### src/rtcam_pkg.sv
package rtcam_pkg;

   // Register offsets
   localparam logic [7:0] OFS_EVENT_FLAGS = 8'h01;
   localparam logic [7:0] OFS_MINUTE_MATCH = 8'h09;
   localparam logic [7:0] OFS_HOUR_MATCH = 8'h0a;
   localparam logic [7:0] OFS_DAY_MATCH = 8'h0b;
   localparam logic [7:0] OFS_WEEKDAY_MATCH = 8'h0c;
   localparam logic [7:0] OFS_SQUARE_WAVE = 8'h0d;

   // Field positions
   localparam int BIT_FIELD_DISABLE = 7;
   localparam int BIT_TICK_FLAG = 5;
   localparam int BIT_MATCH_FLAG = 3;
   localparam int BIT_COUNTDOWN_FLAG = 2;
   localparam int BIT_MATCH_IRQ_EN = 1;

   // Storage masks, unused bits read as zero; MASK_FLAGS marks the flag bits, other flag register bits are stored as written
   localparam logic [7:0] MASK_MINUTE = 8'hff;
   localparam logic [7:0] MASK_HOUR = 8'hbf;
   localparam logic [7:0] MASK_DAY = 8'hbf;
   localparam logic [7:0] MASK_WEEKDAY = 8'h87;
   localparam logic [7:0] MASK_SQUARE_WAVE = 8'h07;
   localparam logic [7:0] MASK_FLAGS = 8'h2c;

   // Comparison masks over the value bits
   localparam logic [7:0] CMP_MINUTE = 8'h7f;
   localparam logic [7:0] CMP_HOUR_12 = 8'h3f;
   localparam logic [7:0] CMP_HOUR_24 = 8'h3f;
   localparam logic [7:0] CMP_DAY = 8'h3f;
   localparam logic [7:0] CMP_WEEKDAY = 8'h07;

   // Reset values
   localparam logic [7:0] RST_MATCH = 8'h80;
   localparam logic [7:0] RST_SQUARE_WAVE = 8'h00;
   localparam logic [7:0] RST_EVENT_FLAGS = 8'h00;

   // Square wave codes
   localparam logic [2:0] CODE_32768 = 3'h0;
   localparam logic [2:0] CODE_16384 = 3'h1;
   localparam logic [2:0] CODE_8192 = 3'h2;
   localparam logic [2:0] CODE_4096 = 3'h3;
   localparam logic [2:0] CODE_2048 = 3'h4;
   localparam logic [2:0] CODE_1024 = 3'h5;
   localparam logic [2:0] CODE_1HZ = 3'h6;
   localparam logic [2:0] CODE_LOW = 3'h7;

   // Divider: one count per oscillator half period
   localparam int DIV_W = 16;
   localparam int TAP_1HZ = 15;

endpackage

### src/rtcam_top.sv
// Behaviour
// - Bit 7 low enables field; reset disabled
// - Minute match holds BCD tens, units
// - Hour match bit 6 unused, meridiem layout
// - Hour layout follows 12/24 hour selection
// - Day match bit 6 unused, BCD day
// - Weekday match bits 6-3 unused
// - Flag sets when enabled fields first match
// - Disabled fields ignored in comparison
// - Flag holds until cleared; new match resets
// - Interrupt pin follows flag when enabled
// - Flags at bits 5, 3, 2
// - Flag write ANDs; zero clears, one keeps
// - Three-bit square wave code, bits 7-3 unused
// - Code decode to frequencies; 111 low
// - Output on at reset, code 000
// - Divided frequencies have even duty
// - Stop forces codes 011-110 low
`timescale 1ns/1ps
module rtcam_top
(
   // Clock and reset
   input wire logic mclk,
   input wire logic rstn,
   // Register access
   input wire logic reg_wr,
   input wire logic [7:0] reg_addr,
   input wire logic [7:0] reg_wdata,
   output logic [7:0] reg_rdata,
   // Running calendar counters
   input wire logic [7:0] cur_minute,
   input wire logic [7:0] cur_hour,
   input wire logic [7:0] cur_day,
   input wire logic [7:0] cur_weekday,
   input wire logic hour_mode_12,
   // Events of neighbouring timers
   input wire logic periodic_tick_set,
   input wire logic countdown_event_set,
   // Oscillator chain
   input wire logic osc_edge,
   input wire logic stop_active,
   // Open-drain interrupt pin
   output logic irq_n_lvl,
   output logic irq_n_oe,
   // Open-drain square wave pin
   output logic square_wave_pin_lvl,
   output logic square_wave_pin_oe
);

   logic [7:0] event_flags_control_ff;
   logic [7:0] minute_match_reg_ff;
   logic [7:0] hour_match_reg_ff;
   logic [7:0] day_match_reg_ff;
   logic [7:0] weekday_match_reg_ff;
   logic [7:0] square_wave_select_ff;
   logic [7:0] nxt_event_flags_control;
   logic [7:0] nxt_minute_match_reg;
   logic [7:0] nxt_hour_match_reg;
   logic [7:0] nxt_day_match_reg;
   logic [7:0] nxt_weekday_match_reg;
   logic [7:0] nxt_square_wave_select;
   logic match_prev_ff;
   logic irq_drive_ff;
   logic pin_zero_ff;
   logic [7:0] rdata_ff;
   logic [7:0] nxt_rdata;
   logic nxt_irq_drive;
   logic minute_match_disable;
   logic hour_match_disable;
   logic day_match_disable;
   logic weekday_match_disable;
   logic any_enabled;
   logic match_now;
   logic match_rise;
   logic wr_flags;
   logic match_event_flag;
   logic match_irq_enable;

   // Masked equality, used for every alarm field
   function automatic logic field_eq(input logic [7:0] a, input logic [7:0] b,
                                     input logic [7:0] mask);
      field_eq = ((a ^ b) & mask) == 8'h00;
   endfunction

   // Address decode for a write strobe
   function automatic logic hit(input logic wr, input logic [7:0] addr,
                                input logic [7:0] ofs);
      hit = wr && (addr == ofs);
   endfunction

   // Hour layout: meridiem plus one tens bit, or two tens bits
   // Both layouts span bits 5:0, so AM and PM of equal digits stay apart
   function automatic logic [7:0] hour_cmp_mask(input logic mode12);
      hour_cmp_mask = mode12 ? rtcam_pkg::CMP_HOUR_12 : rtcam_pkg::CMP_HOUR_24;
   endfunction

   assign minute_match_disable = minute_match_reg_ff[rtcam_pkg::BIT_FIELD_DISABLE];
   assign hour_match_disable = hour_match_reg_ff[rtcam_pkg::BIT_FIELD_DISABLE];
   assign day_match_disable = day_match_reg_ff[rtcam_pkg::BIT_FIELD_DISABLE];
   assign weekday_match_disable = weekday_match_reg_ff[rtcam_pkg::BIT_FIELD_DISABLE];
   assign match_event_flag = event_flags_control_ff[rtcam_pkg::BIT_MATCH_FLAG];
   assign match_irq_enable = event_flags_control_ff[rtcam_pkg::BIT_MATCH_IRQ_EN];
   assign wr_flags = hit(reg_wr, reg_addr, rtcam_pkg::OFS_EVENT_FLAGS);

   // Comparison of enabled fields; rising edge marks the first match
   always_comb
   begin
      any_enabled = !(minute_match_disable && hour_match_disable
                      && day_match_disable && weekday_match_disable);
      match_now = any_enabled
         && (minute_match_disable
             || field_eq(minute_match_reg_ff, cur_minute, rtcam_pkg::CMP_MINUTE))
         && (hour_match_disable
             || field_eq(hour_match_reg_ff, cur_hour, hour_cmp_mask(hour_mode_12)))
         && (day_match_disable
             || field_eq(day_match_reg_ff, cur_day, rtcam_pkg::CMP_DAY))
         && (weekday_match_disable
             || field_eq(weekday_match_reg_ff, cur_weekday, rtcam_pkg::CMP_WEEKDAY));
      match_rise = match_now && !match_prev_ff;
   end

   // Alarm and square wave registers; unused bits never stored
   always_comb
   begin
      nxt_minute_match_reg = minute_match_reg_ff;
      nxt_hour_match_reg = hour_match_reg_ff;
      nxt_day_match_reg = day_match_reg_ff;
      nxt_weekday_match_reg = weekday_match_reg_ff;
      nxt_square_wave_select = square_wave_select_ff;
      if (hit(reg_wr, reg_addr, rtcam_pkg::OFS_MINUTE_MATCH))
      begin
         nxt_minute_match_reg = reg_wdata & rtcam_pkg::MASK_MINUTE;
      end
      if (hit(reg_wr, reg_addr, rtcam_pkg::OFS_HOUR_MATCH))
      begin
         nxt_hour_match_reg = reg_wdata & rtcam_pkg::MASK_HOUR;
      end
      if (hit(reg_wr, reg_addr, rtcam_pkg::OFS_DAY_MATCH))
      begin
         nxt_day_match_reg = reg_wdata & rtcam_pkg::MASK_DAY;
      end
      if (hit(reg_wr, reg_addr, rtcam_pkg::OFS_WEEKDAY_MATCH))
      begin
         nxt_weekday_match_reg = reg_wdata & rtcam_pkg::MASK_WEEKDAY;
      end
      if (hit(reg_wr, reg_addr, rtcam_pkg::OFS_SQUARE_WAVE))
      begin
         nxt_square_wave_select = reg_wdata & rtcam_pkg::MASK_SQUARE_WAVE;
      end
   end

   // Flag register: AND on write; sets applied after it, so a set arriving with a clear survives
   always_comb
   begin
      nxt_event_flags_control = event_flags_control_ff;
      if (wr_flags)
      begin
         nxt_event_flags_control = (reg_wdata & ~rtcam_pkg::MASK_FLAGS)
            | (event_flags_control_ff & reg_wdata & rtcam_pkg::MASK_FLAGS);
      end
      if (match_rise)
      begin
         nxt_event_flags_control[rtcam_pkg::BIT_MATCH_FLAG] = 1'b1;
      end
      if (periodic_tick_set)
      begin
         nxt_event_flags_control[rtcam_pkg::BIT_TICK_FLAG] = 1'b1;
      end
      if (countdown_event_set)
      begin
         nxt_event_flags_control[rtcam_pkg::BIT_COUNTDOWN_FLAG] = 1'b1;
      end
      // Taken from next values so the pin lines up with the flag bit
      nxt_irq_drive = nxt_event_flags_control[rtcam_pkg::BIT_MATCH_FLAG]
         && nxt_event_flags_control[rtcam_pkg::BIT_MATCH_IRQ_EN];
   end

   // Read data, one cycle behind the address; unmapped reads zero
   // A registered read keeps the bus output straight from a flop
   always_comb
   begin
      case (reg_addr)
         rtcam_pkg::OFS_EVENT_FLAGS: nxt_rdata = event_flags_control_ff;
         rtcam_pkg::OFS_MINUTE_MATCH: nxt_rdata = minute_match_reg_ff;
         rtcam_pkg::OFS_HOUR_MATCH: nxt_rdata = hour_match_reg_ff;
         rtcam_pkg::OFS_DAY_MATCH: nxt_rdata = day_match_reg_ff;
         rtcam_pkg::OFS_WEEKDAY_MATCH: nxt_rdata = weekday_match_reg_ff;
         rtcam_pkg::OFS_SQUARE_WAVE: nxt_rdata = square_wave_select_ff;
         default: nxt_rdata = 8'h00;
      endcase
   end

   // State registers; match history starts clear, so a match at reset counts
   always_ff @(posedge mclk or negedge rstn)
   begin
      if (!rstn)
      begin
         event_flags_control_ff <= rtcam_pkg::RST_EVENT_FLAGS;
         minute_match_reg_ff <= rtcam_pkg::RST_MATCH;
         hour_match_reg_ff <= rtcam_pkg::RST_MATCH;
         day_match_reg_ff <= rtcam_pkg::RST_MATCH;
         weekday_match_reg_ff <= rtcam_pkg::RST_MATCH;
         square_wave_select_ff <= rtcam_pkg::RST_SQUARE_WAVE;
         match_prev_ff <= 1'b0;
         irq_drive_ff <= 1'b0;
         pin_zero_ff <= 1'b0;
         rdata_ff <= 8'h00;
      end
      else
      begin
         event_flags_control_ff <= nxt_event_flags_control;
         minute_match_reg_ff <= nxt_minute_match_reg;
         hour_match_reg_ff <= nxt_hour_match_reg;
         day_match_reg_ff <= nxt_day_match_reg;
         weekday_match_reg_ff <= nxt_weekday_match_reg;
         square_wave_select_ff <= nxt_square_wave_select;
         match_prev_ff <= match_now;
         irq_drive_ff <= nxt_irq_drive;
         pin_zero_ff <= 1'b0;
         rdata_ff <= nxt_rdata;
      end
   end

   // Square wave divider and selector
   rtcam_sqw rtcam_sqw_inst
   (
      .mclk(mclk),
      .rstn(rstn),
      .osc_edge(osc_edge),
      .stop_active(stop_active),
      .code(square_wave_select_ff[2:0]),
      .pin_oe_ff(square_wave_pin_oe)
   );

   // Open-drain pins only ever pull low
   assign reg_rdata = rdata_ff;
   assign irq_n_lvl = pin_zero_ff;
   assign irq_n_oe = irq_drive_ff;
   assign square_wave_pin_lvl = pin_zero_ff;
endmodule

### src/rtcam_sqw.sv
`timescale 1ns/1ps
module rtcam_sqw
(
   // Clock and reset
   input wire logic mclk,
   input wire logic rstn,
   // Oscillator half-period pulse and stop
   input wire logic osc_edge,
   input wire logic stop_active,
   // Selected code
   input wire logic [2:0] code,
   // Open-drain pin drive, high pulls low
   output logic pin_oe_ff
);

   logic [rtcam_pkg::DIV_W-1:0] div_ff;
   logic [rtcam_pkg::DIV_W-1:0] nxt_div;
   logic nxt_wave;
   logic nxt_pin_oe;

   // Binary divider taps give exact halves, hence even duty
   always_comb
   begin
      nxt_div = div_ff;
      if (osc_edge)
      begin
         nxt_div = div_ff + 16'h0001;
      end
      case (code)
         rtcam_pkg::CODE_32768: nxt_wave = div_ff[0];
         rtcam_pkg::CODE_16384: nxt_wave = div_ff[1];
         rtcam_pkg::CODE_8192: nxt_wave = div_ff[2];
         rtcam_pkg::CODE_4096: nxt_wave = div_ff[3] & ~stop_active;
         rtcam_pkg::CODE_2048: nxt_wave = div_ff[4] & ~stop_active;
         rtcam_pkg::CODE_1024: nxt_wave = div_ff[5] & ~stop_active;
         rtcam_pkg::CODE_1HZ: nxt_wave = div_ff[rtcam_pkg::TAP_1HZ] & ~stop_active;
         rtcam_pkg::CODE_LOW: nxt_wave = 1'b0;
         default: nxt_wave = 1'b0;
      endcase
      nxt_pin_oe = ~nxt_wave;
   end

   // Reset pulls the pin low until the divider runs
   always_ff @(posedge mclk or negedge rstn)
   begin
      if (!rstn)
      begin
         div_ff <= '0;
         pin_oe_ff <= 1'b1;
      end
      else
      begin
         div_ff <= nxt_div;
         pin_oe_ff <= nxt_pin_oe;
      end
   end
endmodule

### config.mk
export PLATFORM = sky130hd
export DESIGN_NAME = rtcam_top
export DESIGN_NICKNAME = d
export VERILOG_FILES = /design/src/rtcam_pkg.sv /design/src/rtcam_top.sv /design/src/rtcam_sqw.sv
export SDC_FILE = /design/constraint.sdc
export NUM_CORES = 1
export LEC_CHECK = 0
export ABC_AREA = 1
export BUFFER_PORTS_ARGS = -buffer_cell sky130_fd_sc_hd__buf_4
export CAP_MARGIN = 30
export CORE_MARGIN = 1.5
export CORE_UTILIZATION = 37
export DETAILED_ROUTE_END_ITERATION = 10
export PLACE_DENSITY = 0.6
export SETUP_SLACK_MARGIN = 0.05
export SYNTH_ARGS = -nofsm -noshare
export SYNTH_HDL_FRONTEND = slang
export SYNTH_SLANG_ARGS = --single-unit
### constraint.sdc
create_clock -name mclk -period 2.9 [get_ports mclk]
set_clock_uncertainty 0.05 [all_clocks]
set_input_delay 0.435 -clock mclk [delete_from_list [all_inputs] [get_ports mclk]]
set_output_delay 0.435 -clock mclk [all_outputs]
set_load 0.01 [all_outputs]
* After elaboration in Yosys (flattened, before gate mapping)
Index checks and enable logic that the tools add are counted.
** Word-level totals
- Bits in registers :: 64
- Bits in latches :: 0
- RAM bits :: 0
- Bits in read-only memories :: 0
- Output and inout port bits :: 12
- Memories :: 0
** Operators by class
- Add/subtract/negate cells :: 1
- Multiply operators :: 0
- Divide/modulo/power cells :: 0
- Order comparisons :: 0
- Equal/unequal tests :: 13
- Shift operators :: 0
- Mux-type cells :: 6
- Bitwise operators :: 12
- Reductions and logical operators :: 28
** Operators by type and width (number)
- one-hot mux 8 bit (6 select lines) :: 1
- == test 8 x 4 -> 1 bit, second input constant :: 5
- zero test 8 bit :: 4
- adder 16 x 1 -> 16 bit, second input constant :: 1
- logical AND 1 bit :: 15
- == test 3 bit, second input constant :: 4
- XOR 6 bit :: 2
- == test 8 x 1 -> 1 bit, second input constant :: 1
- OR 8 x 6 -> 8 bit :: 1
- one-hot mux 1 bit (8 select lines) :: 1
- XOR 7 bit :: 1
- AND 6 bit :: 1
- == test 3 x 2 -> 1 bit, second input constant :: 2
- 2-to-1 mux 6 bit :: 1
- AND 1 bit :: 4
- logical OR 1 bit :: 4
- nonzero test 2 bit :: 2
- == test 3 x 1 -> 1 bit, second input constant :: 1
- zero test 3 bit :: 1
- 2-to-1 mux 1 bit :: 3
- XOR 3 bit :: 1
- zero test 1 bit :: 2
- NOT 1 bit :: 2

* Longest topological paths before layout
Gate-level depths: netlist of run 1.
- Depth after elaboration :: 11
- Gate-level depth with buffers :: 10
- Depth with buffers taken out :: 10

* Hierarchy
Synthesis of run 1 repeated with hierarchy kept, for this count alone.
** Unflattened totals
- Cell total of the unflattened synthesis :: 433
- Area, all modules :: 3488.3 sq um
** By module, submodules not included
- rtcam_top :: times used 1, cells an instance 331, area each 2596.2 sq um
- rtcam_sqw :: times used 1, cells an instance 102, area each 892.1 sq um

* Worst setup path before layout of run 1
Ideal clock, no wire load.
- Path kind :: input port to flip-flop
- From :: input port reg_addr[7]
- To :: register event_flags_control_ff[2]
- Library setup time :: 0.120 ns
- Arrival time :: 1.283 ns
- Data required time :: 2.730 ns
- Slack :: 1.446 ns
- Stages :: 9
- Path buffers :: 1
- Cell sequence :: nor2_1 nand2_2 inv_1 nand2_1 nor2_2 inv_1 buf_2 o21ai_1 nand2_1
** Between the ends
- Cells in the longest elaborated chain, start to end :: 3
** Ends and longest elaborated chain
- start: declaration :: RTL line rtcam_top.sv:27 : input wire logic [7:0] reg_addr,
- == test 8 x 1 -> 1 bit :: RTL line rtcam_top.sv:88 : hit = wr && (addr == ofs);
- logical AND 1 bit :: RTL line rtcam_top.sv:88
- nonzero test 2 bit (no line)
- end signal: assignment :: RTL line rtcam_top.sv:198 : event_flags_control_ff <= rtcam_pkg::RST_EVENT_FLAGS;
- end signal: assignment :: RTL line rtcam_top.sv:211 : event_flags_control_ff <= nxt_event_flags_control;
- end: declaration :: RTL line rtcam_top.sv:50 : logic [7:0] event_flags_control_ff;
Every way passes these cells.
A chain may end at the register's enable or synchronous reset.

* Worst setup path in the final report of run 1
- From :: input port reg_addr[5]
- To :: register irq_drive_ff (netlist: irq_n_oe)
** Between the ends
- Cells in the longest elaborated chain, start to end :: 5
** Ends and longest elaborated chain
- == test 8 x 1 -> 1 bit (*) :: RTL line rtcam_top.sv:88
- logical AND 1 bit (*) :: RTL line rtcam_top.sv:88
- 2-to-1 mux 6 bit (*) :: RTL line rtcam_top.sv:156 : if (wr_flags)
- 2-to-1 mux 1 bit :: RTL line rtcam_top.sv:161 : if (match_rise)
- logical AND 1 bit (*) :: RTL line rtcam_top.sv:175 : && nxt_event_flags_control[rtcam_pkg::BIT_MATCH_IRQ_EN];
- named net nxt_irq_drive :: RTL line rtcam_top.sv:67 : logic nxt_irq_drive;
- end signal: assignment :: RTL line rtcam_top.sv:218 : irq_drive_ff <= nxt_irq_drive;
- end: declaration :: RTL line rtcam_top.sv:63 : logic irq_drive_ff;
Mark *: on every way through the listed nets, which the timed path passes. The rest lies on a longest branch. The select of a mux whose other input is x is not followed.

==> parameters.txt, run 1 <==
Parameter                              Value

STA
  Worst-margin pin slew ... slightly above 800 ps
  Worst setup margin ... 1290 ps
  Number of endpoints with negative hold slack in the final report ... 0
  Setup TNS after final layout ... 0 ps
  Worst Hold Slack ... ~140 ps
  Relative slew slack ... 45.8%
  Setup repair after global routing missed its margin ... false
  Max Fclk ... approximately 620 MHz
  Setup-violating endpoint count in the final report ... 0
  Ratio of final minimum period to clock period ... 55.4%
  Slew Limit Fails ... 0
  Shortest clock period the worst path allows after layout ... 1610 ps

Route
  Post-DR wirelength/cell ... between 10 and 15 µm
  Routed WL ... about 7500 µm
  Number of vias per cell after detailed routing ... 4.59
  ANT nets after route ... 0
  First-pass DRT Iterations ... 4
  Total number of vias ... about 2700
  Count of routing violations after the opening detailed-route iteration ... 96
  Drc violations ... 0

Clocking
  Post-CTS setup buffer count ... 0
  TritonCTS buffer count ... 9
  Cells resized by post-CTS repair ... 0
  CTS Hold Buffers Added ... 0
  Deepest level of the CTS H-tree ... 3
  Maximum number of buffers from clock root to sink ... 2
  CTS tree ... built
  Worst-Skew Late Latency ... about 330 ps
  Root buffer selected by CTS ... sky130_fd_sc_hd__clkbuf_8
  Clock slew at reported path FFs ... 70 ps
  Sinks on Clock Net ... 64

Placement
  HPWL after detailed placement ... 5490 µm
  Area after detailed placement ... approximately 3800 µm²
  Port bufs ... between 50 and 60
  Routability cong. ... approximately 0.80
  Placement Setup Slack ... roughly 1000 ps

Floorplan
  Die outline area ... roughly 9500 µm²
  Die boundary width ... ~100 µm
  Site row count ... 34
  Number of I/O pins ... slightly below 70
  Core footprint ... about 8700 µm²
  Die extent in y ... just under 100 µm
  Starting utilization of the core area ... 38.1%

Worst setup path
  Cell with the largest stage delay on the worst path ... sky130_fd_sc_hd__o21ai_0
  Flop2flop setup slack ... between 1000 and 1500 ps
  CP arrival ... around 1800 ps
  Top fanout value on the critical path ... 11
  Required time of the worst setup path ... a little over 3000 ps
  Max stage delay on crit path ... 310 ps
  Library cell appearing most often on the critical path ... sky130_fd_sc_hd__inv_1
  CP cell instances ... buf_4 > nor2_1 > nand2_2 > inv_1 > nand2_1 > nor2_2 > inv_1 > o21ai_0 > a21oi_1
  Type of the worst setup path ... primary input to flip-flop
  Type of element launching the critical path ... primary input
  Kind of capture point of the worst setup path ... flip-flop

Run status
  Status ... finished, final reports clean

Global route
  Largest net degree at the start of global routing ... 65
  Wire length of the first global-routing pass ... between 10000 and 15000 µm
  Vias in the first global route ... about 2600
  Sum of overflow across all layers after global routing ... 0
  Antenna violations before repair ... 0
  Global routing usage summed across all routing layers ... 16.4%

Synth
  Netlist cell types ... 36
  Post-synthesis instance area ... roughly 3300 µm²
  Main area contributors after synthesis ... sky130_fd_sc_hd__dfrtp_1 (45%), sky130_fd_sc_hd__nand2_1 (14%), sky130_fd_sc_hd__inv_1 (7.8%), sky130_fd_sc_hd__dfstp_2 (4.0%), sky130_fd_sc_hd__o21ai_1 (3.9%)
  Most instantiated library cell after synthesis ... sky130_fd_sc_hd__nand2_1
  Share of synthesized area occupied by flip-flops and latches ... around 50%
  Fraction of synthesis flops using an asynchronous set or reset pin ... 100%
  Count of flip-flops with a built-in enable after synthesis ... 0
  Synthesized area divided by synthesized cell count ... just over 8 µm²
  Area share of the largest cell type after synthesis ... about 45%
  Top cell type by total area after synthesis ... sky130_fd_sc_hd__dfrtp_1
  Top cell types by occurrence after synthesis ... sky130_fd_sc_hd__nand2_1 (126), sky130_fd_sc_hd__inv_1 (69), sky130_fd_sc_hd__dfrtp_1 (59), sky130_fd_sc_hd__o21ai_1 (26), sky130_fd_sc_hd__nor2_1 (23)
  Predominant post-synthesis flop cell ... sky130_fd_sc_hd__dfrtp_1
  Yosys warning count ... 0
  #FFs+latches synth ... 64
  Cell count after synthesis ... between 400 and 500

Worst hold path
  Type of the most critical hold path ... primary input to async pin

Pwr
  Static Leak ... approximately 0.0021 µW
  Total power per unit cell area ... 533 nW/µm²
  Total power after layout ... between 2000 and 2500 µW
  Maximum vdd ir drop ... 0.000253 V

Flow run
  Max-capacitance violation count ... 0

Layout
  Fill cell total of the finished layout ... 875
  Antenna diodes ... 0
  Layout overhead on the synthesized area ... 21.2%
  Layout cells sized above 1 ... about a fifth
  Final layout net count ... 525
  Summed area of non-filler cells in the final layout ... 4010 µm²
[registers in the layout (all words and copies together), names as in the netlist]
signal,count
event_flags_control_ff,8
weekday_match_reg_ff,4
irq_n_oe,1
minute_match_reg_ff,8
reg_rdata,8
hour_match_reg_ff,7
day_match_reg_ff,7
rtcam_sqw_inst.div_ff,16
square_wave_select_ff,3
match_prev_ff,1
rtcam_sqw_inst.pin_oe_ff,1
[per-layer routing]
layer	vias up	track usage (%)	share of wire, %
met2	56	26.8	46
met1	1218	22.2	49
met3	5	4.68	4.4
met4	0	2.64	0.55
met5	-	0	0
li1	1385	-	-
[cell usage in the layout, fill, tap and decap left out, types with 2 or more instances in the layout]
| cell | netlist | routed |
|---|---|---|
| sky130_fd_sc_hd__nor2_4 | 2 | 2 |
| sky130_fd_sc_hd__a22o_1 | 2 | 2 |
| sky130_fd_sc_hd__nor2_1 | 23 | 23 |
| sky130_fd_sc_hd__buf_4 | 2 | 54 |
| sky130_fd_sc_hd__clkbuf_1 | 0 | 2 |
| sky130_fd_sc_hd__a21oi_1 | 5 | 5 |
| sky130_fd_sc_hd__dfrtp_1 | 59 | 59 |
| sky130_fd_sc_hd__nor3_1 | 3 | 3 |
| sky130_fd_sc_hd__o22ai_1 | 4 | 4 |
| sky130_fd_sc_hd__o21ai_0 | 15 | 15 |
| sky130_fd_sc_hd__clkinv_2 | 0 | 2 |
| sky130_fd_sc_hd__xor2_1 | 12 | 12 |
| sky130_fd_sc_hd__inv_1 | 69 | 69 |
| sky130_fd_sc_hd__inv_2 | 3 | 3 |
| sky130_fd_sc_hd__nor3_2 | 3 | 3 |
| sky130_fd_sc_hd__conb_1 | 1 | 2 |
| sky130_fd_sc_hd__nand2_2 | 6 | 6 |
| sky130_fd_sc_hd__xnor2_1 | 8 | 8 |
| sky130_fd_sc_hd__nand4_2 | 3 | 3 |
| sky130_fd_sc_hd__dfstp_2 | 5 | 5 |
| sky130_fd_sc_hd__o2111ai_1 | 3 | 3 |
| sky130_fd_sc_hd__nor2_2 | 2 | 2 |
| sky130_fd_sc_hd__nand3_1 | 11 | 11 |
| sky130_fd_sc_hd__nand2_1 | 126 | 126 |
| sky130_fd_sc_hd__o21ai_1 | 26 | 26 |
| sky130_fd_sc_hd__clkbuf_8 | 0 | 11 |
[where the power goes]
| group | internal [µW] | total, µW | switching, µW |
|---|---|---|---|
| Combinational | 136 | 293 | 157 |
| Clock | 443 | 782 | 340 |
| Sequential | 976 | 1060 | 84.8 |
[final cells by class]
| class | instances | area (µm²) | area share [%] |
|---|---|---|---|
| Clock buffer | 13 | 159 | 3.96 |
| Clock inverter | 3 | 40.0 | 0.998 |
| Inverter | 72 | 270 | 6.74 |
| Multi-Input combinational cell | 267 | 1390 | 34.7 |
| Sequential cell | 64 | 1610 | 40.1 |
| Tap cell | 108 | 135 | 3.37 |
| Timing Repair Buffer | 54 | 405 | 10.1 |
[metrics by stage]
step	utilization, %	instances
floorplan	-	409
detailed placement	43.9	565
global route	46.2	581
CTS	46.2	581
finish	46.2	581
global placement	43.9	565
[worst max-delay path, delay by kind of cell]
family                 cells  cell delay [ps]
AO/OA/AOI/OAI              2              440
AND/OR/NAND/NOR            4              460
buffers and inverters      3              420
[cell families after synthesis]
| logic type | share of synthesized area, % |
|---|---|
| adder cells (fa/ha/maj) | 0.378 |
| flip-flops | 48.6 |
| XOR/XNOR | 5.30 |
| other | 0.113 |
| AND/OR/NAND/NOR | 26.1 |
| buffers and inverters | 9.42 |
| AO/OA/AOI/OAI | 10.1 |
[worst paths after layout]
path,from,to,cells past startpoint
max,reg_addr[5],irq_n_oe,9
min reg2reg,rtcam_sqw_inst.div_ff[7],rtcam_sqw_inst.div_ff[7],1
min in group mclk,periodic_tick_set,event_flags_control_ff[5],3
max in group asynchronous,rstn,day_match_reg_ff[1],1
max reg2reg,rtcam_sqw_inst.div_ff[0],rtcam_sqw_inst.div_ff[14],6
min,rstn,rtcam_sqw_inst.div_ff[2],1
No activity file was read; power rests on OpenSTA's default activity.
==> inputs of run 2 (changes only) <==
--- a/config.mk
+++ b/config.mk
@@ -5,7 +5,7 @@
 export SDC_FILE = /design/constraint.sdc
 export NUM_CORES = 1
 export LEC_CHECK = 0
-export ABC_AREA = 1
+export ABC_AREA = 0
 export BUFFER_PORTS_ARGS = -buffer_cell sky130_fd_sc_hd__buf_4
 export CAP_MARGIN = 30
 export CORE_MARGIN = 1.5
==> constraint.sdc (replaced) <==
create_clock -name mclk -period 1.6 [get_ports mclk]
set_clock_uncertainty 0.05 [all_clocks]
set_input_delay 0.24 -clock mclk [delete_from_list [all_inputs] [get_ports mclk]]
set_output_delay 0.24 -clock mclk [all_outputs]
set_load 0.01 [all_outputs]
==> run 2 against run 1 <==
The run now ends with setup timing left. Sequential share of layout area increased by 1.1 points. Core utilization increased by 4.1 points. Synthesized area decreased by 9.6%. Clock power increased by 59%. Combinational power increased by 74%. Final cell count decreased by 27%. Register-to-register slack got worse by 1400 ps. Routed wire length decreased by 6.7%. Final area decreased by 2.6%. Critical endpoint unchanged. Largest cell class unchanged.
==> parameters.txt, run 2 <==
Parameter                              Value

Floorplan
  Die extent in y ... 92.9 µm (-4.8%)
  Die outline area ... 8630 µm² (-9.3%)
  Site row count ... 32 (-5.9%)
  Starting utilization of the core area ... 38.5% (+0.38 points)
  Number of I/O pins ... 68 (unchanged)
  Core footprint ... 7770 µm² (-10%)
  Die boundary width ... 92.9 µm (-4.8%)

STA
  Worst setup margin ... -29.5 ps (-1320 ps)
  Shortest clock period the worst path allows after layout ... ~1600 ps
  Worst Hold Slack ... 55.1 ps (-80.6 ps)
  Setup-violating endpoint count in the final report ... 1 (+1)
  Number of endpoints with negative hold slack in the final report ... 0 (unchanged)
  Setup repair after global routing missed its margin ... true
  Ratio of final minimum period to clock period ... 102%
  Slew Limit Fails ... 0 (unchanged)
  Max Fclk ... just over 600 MHz

Layout
  Share of the core filled with cells in the final layout ... 50.3% (+4.1 points)
  Most common cell after layout, fill and taps aside ... sky130_fd_sc_hd__buf_4
  Layout cells sized above 1 ... 45.2% (+25 points)
  Flip-flop count of the largest register after layout ... 16 (unchanged)
  Most frequent cells in the layout ... sky130_fd_sc_hd__buf_4 (73), sky130_fd_sc_hd__dfrtp_1 (59), sky130_fd_sc_hd__mux2_2 (30)
  Antenna diodes ... 0 (unchanged)
  Register name with the most flops ... rtcam_sqw_inst.div_ff
  Final layout net count ... 375 (-29%)
  Layout overhead on the synthesized area ... 30.6%

Run status
  Status ... complete, but fails checks
  Failing checks ... setup timing

Synth
  Synthesized area divided by synthesized cell count ... 12.6 µm² (+56%)
  Yosys warning count ... 0 (unchanged)
  Compound-gate portion of the synthesized area ... 6.78% (-3.3 points)
  Post-synthesis instance area ... 2990 µm² (-9.6%)
  Synthesized-area fraction occupied by xor and xnor cells ... 10.8% (+5.5 points)
  Most instantiated library cell after synthesis ... sky130_fd_sc_hd__dfrtp_1
  Predominant post-synthesis flop cell ... sky130_fd_sc_hd__dfrtp_1
  Share of synthesized cell area in and, or, nand and nor gates ... 12.8% (-13 points)
  Count of flip-flops with a built-in enable after synthesis ... 0 (unchanged)
  #FFs+latches synth ... 64 (unchanged)
  Netlist cell types ... 43 (+19%)
  Fraction of synthesis flops using an asynchronous set or reset pin ... 100% (unchanged)
  Share of synthesized area occupied by flip-flops and latches ... 53.8% (+5.2 points)
  Adder-cell share of the synthesized area ... 0.418% (+0.040 points)
  Multiplexer fraction of the synthesized cell area ... 14.0% (+14 points)
  Area share of the largest cell type after synthesis ... 49.4% (+4.7 points)
  Main area contributors after synthesis ... sky130_fd_sc_hd__dfrtp_1 (49%), sky130_fd_sc_hd__mux2_2 (13%), sky130_fd_sc_hd__xnor2_1 (5.9%), sky130_fd_sc_hd__xor2_1 (5.0%), sky130_fd_sc_hd__dfstp_2 (4.4%)
  Cell count after synthesis ... 237 (-42%)
  Main combinational cell family by area after synthesis ... multiplexers
  Top cell types by occurrence after synthesis ... sky130_fd_sc_hd__dfrtp_1 (59), sky130_fd_sc_hd__mux2_2 (34), sky130_fd_sc_hd__nand2_1 (23), sky130_fd_sc_hd__xnor2_1 (20), sky130_fd_sc_hd__xor2_1 (17)
  Top cell type by total area after synthesis ... sky130_fd_sc_hd__dfrtp_1

Pwr
  Total power per unit cell area ... 940 nW/µm² (+76%)
  Register share of total power ... 52.4% (+2.8 points)
  Switching share of power ... 26.2% (-1.1 points)
  Maximum vdd ir drop ... 0.000713 V (+180%)
  Clock network power share ... 33.7% (-2.9 points)
  Static Leak ... 0.00189 µW (-10%)
  Sw power ... 960 µW (+65%)
  Total power after layout ... 3670 µW (+72%)
  Cell internal power dissipation ... 2710 µW (+74%)
  Comb power frac ... 13.9% (+0.2 points)

Placement
  Routability cong. ... 0.789 (-0.75%)
  HPWL after detailed placement ... 5150 µm (-6.2%)
  Port bufs ... 54 (unchanged)

Route
  Total number of vias ... 2155 (-19%)
  Post-DR wirelength/cell ... 16.4 µm (+27%)
  Drc violations ... 0 (unchanged)
  Count of routing violations after the opening detailed-route iteration ... 87 (-9.4%)
  Routed WL ... 6960 µm (-6.7%)
  Number of vias per cell after detailed routing ... 5.07 (+11%)
  ANT nets after route ... 0 (unchanged)
  First-pass DRT Iterations ... 4 (unchanged)

Worst hold path
  Beginning of the worst hold path ... periodic_tick_set
  Type of the most critical hold path ... primary input to flip-flop

Global route
  Wire length of the first global-routing pass ... 11200 µm (-9.3%)
  Antenna violations before repair ... 0 (unchanged)
  Sum of overflow across all layers after global routing ... 0 (unchanged)
  Largest net degree at the start of global routing ... 27 (-58%)
  Global routing usage summed across all routing layers ... 17.5% (+1.0 points)
  Vias in the first global route ... 2250 (-13%)

Worst setup path
  Launching instance or port of the critical path ... weekday_match_reg_ff[0]
  Kind of capture point of the worst setup path ... flip-flop
  Type of element launching the critical path ... flip-flop
  Top fanout value on the critical path ... 2 (-9)
  Type of the worst setup path ... flip-flop to flip-flop
  Required time of the worst setup path ... 1820 ps (-1230 ps)
  Worst r2r src ... weekday_match_reg_ff[0]
  CP arrival ... 1850 ps (+90 ps)

Flow run
  Max-capacitance violation count ... 0 (unchanged)

Clocking
  TritonCTS buffer count ... 9 (unchanged)
  Root buffer selected by CTS ... sky130_fd_sc_hd__clkbuf_8
  Deepest level of the CTS H-tree ... 3 (unchanged)
  Sinks on Clock Net ... 64 (unchanged)
  Maximum number of buffers from clock root to sink ... 2 (unchanged)
  Clock slew at reported path FFs ... 70 ps (about the same)
  Worst-Skew Late Latency ... 330 ps (about the same)
  CTS tree ... built
run 2: cell count changes after synthesis, moves of 10 or more:
cell	delta
sky130_fd_sc_hd__nand2_1	-103
sky130_fd_sc_hd__inv_1	-68
sky130_fd_sc_hd__mux2_2	+34
sky130_fd_sc_hd__o21ai_1	-26
sky130_fd_sc_hd__nor2_1	-21
sky130_fd_sc_hd__o21ai_0	-13
sky130_fd_sc_hd__xnor2_1	+12
sky130_fd_sc_hd__a22oi_1	+10
run 2: final cells by class:
| class | instances | area [µm²] |
|---|---|---|
| Clock buffer | 13 | 159 |
| Tap cell | 102 | 128 |
| Fill cell | 720 | 3860 |
| Sequential cell | 64 | 1610 |
| Timing Repair Buffer | 75 | 578 |
| Multi-Input combinational cell | 167 | 1410 |
| Clock inverter | 3 | 17.5 |
| Inverter | 1 | 3.75 |
run 2: kinds of logic (layout without fill, tap and decap cells):
family	count (synthesis)	in the layout
buf+inv	7	92
flops	64	64
other cells	1	2
fa+ha+maj	1	1
simple gates	64	64
xor+xnor	37	37
compound gates	26	26
mux	37	37
run 2: repair_timing:
item                                    4_1_cts  5_1_grt
resized for setup                             2        5
buffers inserted                              0        1
hold buffers                                  1        0
endpoints found under the setup margin        2       13
hold endpoints to repair                     16        0
pin swaps                                     2        3
run 2: power by group through the flow:
| stage | sequential (µW) | combinational (µW) | clock (µW) |
|---|---|---|---|
| 3_3_place_gp | 1950 | 495 | 0 |
| 4_1_cts | 1920 | 514 | 1280 |
| 2_1_floorplan | 1920 | 271 | 0 |
| 5_1_grt | 1950 | 573 | 1360 |
| 6_report | 1920 | 511 | 1240 |
| 3_5_place_dp | 1950 | 507 | 0 |
run 2: worst max-delay path: stages, from the launching register on:
cell	delay, ps
sky130_fd_sc_hd__dfrtp_1	400
sky130_fd_sc_hd__xor2_1	170
sky130_fd_sc_hd__or4_4	530
sky130_fd_sc_hd__a21oi_2	130
sky130_fd_sc_hd__nand4_1	130
sky130_fd_sc_hd__a21boi_2	160
run 2: path summary, 6_finish.rpt:
| path | cells after the start | to | slack, ps |
|---|---|---|---|
| max reg2reg | 5 | irq_n_oe | -30 |
| min reg2reg | 1 | rtcam_sqw_inst.div_ff[12] | 420 |
| min | 2 | event_flags_control_ff[5] | 60 |
| max | 5 | irq_n_oe | -30 |
| min in group asynchronous | 2 | reg_rdata[3] | 290 |
| max in group asynchronous | 3 | day_match_reg_ff[7] | 700 |
run 2: stage by stage:
stage / setup WS [ps] / cells / setup TNS (ps) / area [µm²]
after CTS: -58.3 / 424 / -58.3 / 3880
after global placement: -225 / 407 / -5260 / 3680
final: -29.5 / 425 / -29.5 / 3910
after global routing: -104 / 425 / -120 / 3910
after detailed placement: -261 / 407 / -6020 / 3680
after floorplan: -156 / 238 / -1970 / 3030
run 2: layer usage:
metal | track usage [%] | up-vias | part of all wire (%)
met2 | 29.9 | 53 | 51
li1 | - | 1019 | -
met4 | 5.68 | 0 | 0.85
met3 | 5.01 | 5 | 5.1
met5 | 0 | - | 0
met1 | 21.1 | 1078 | 43
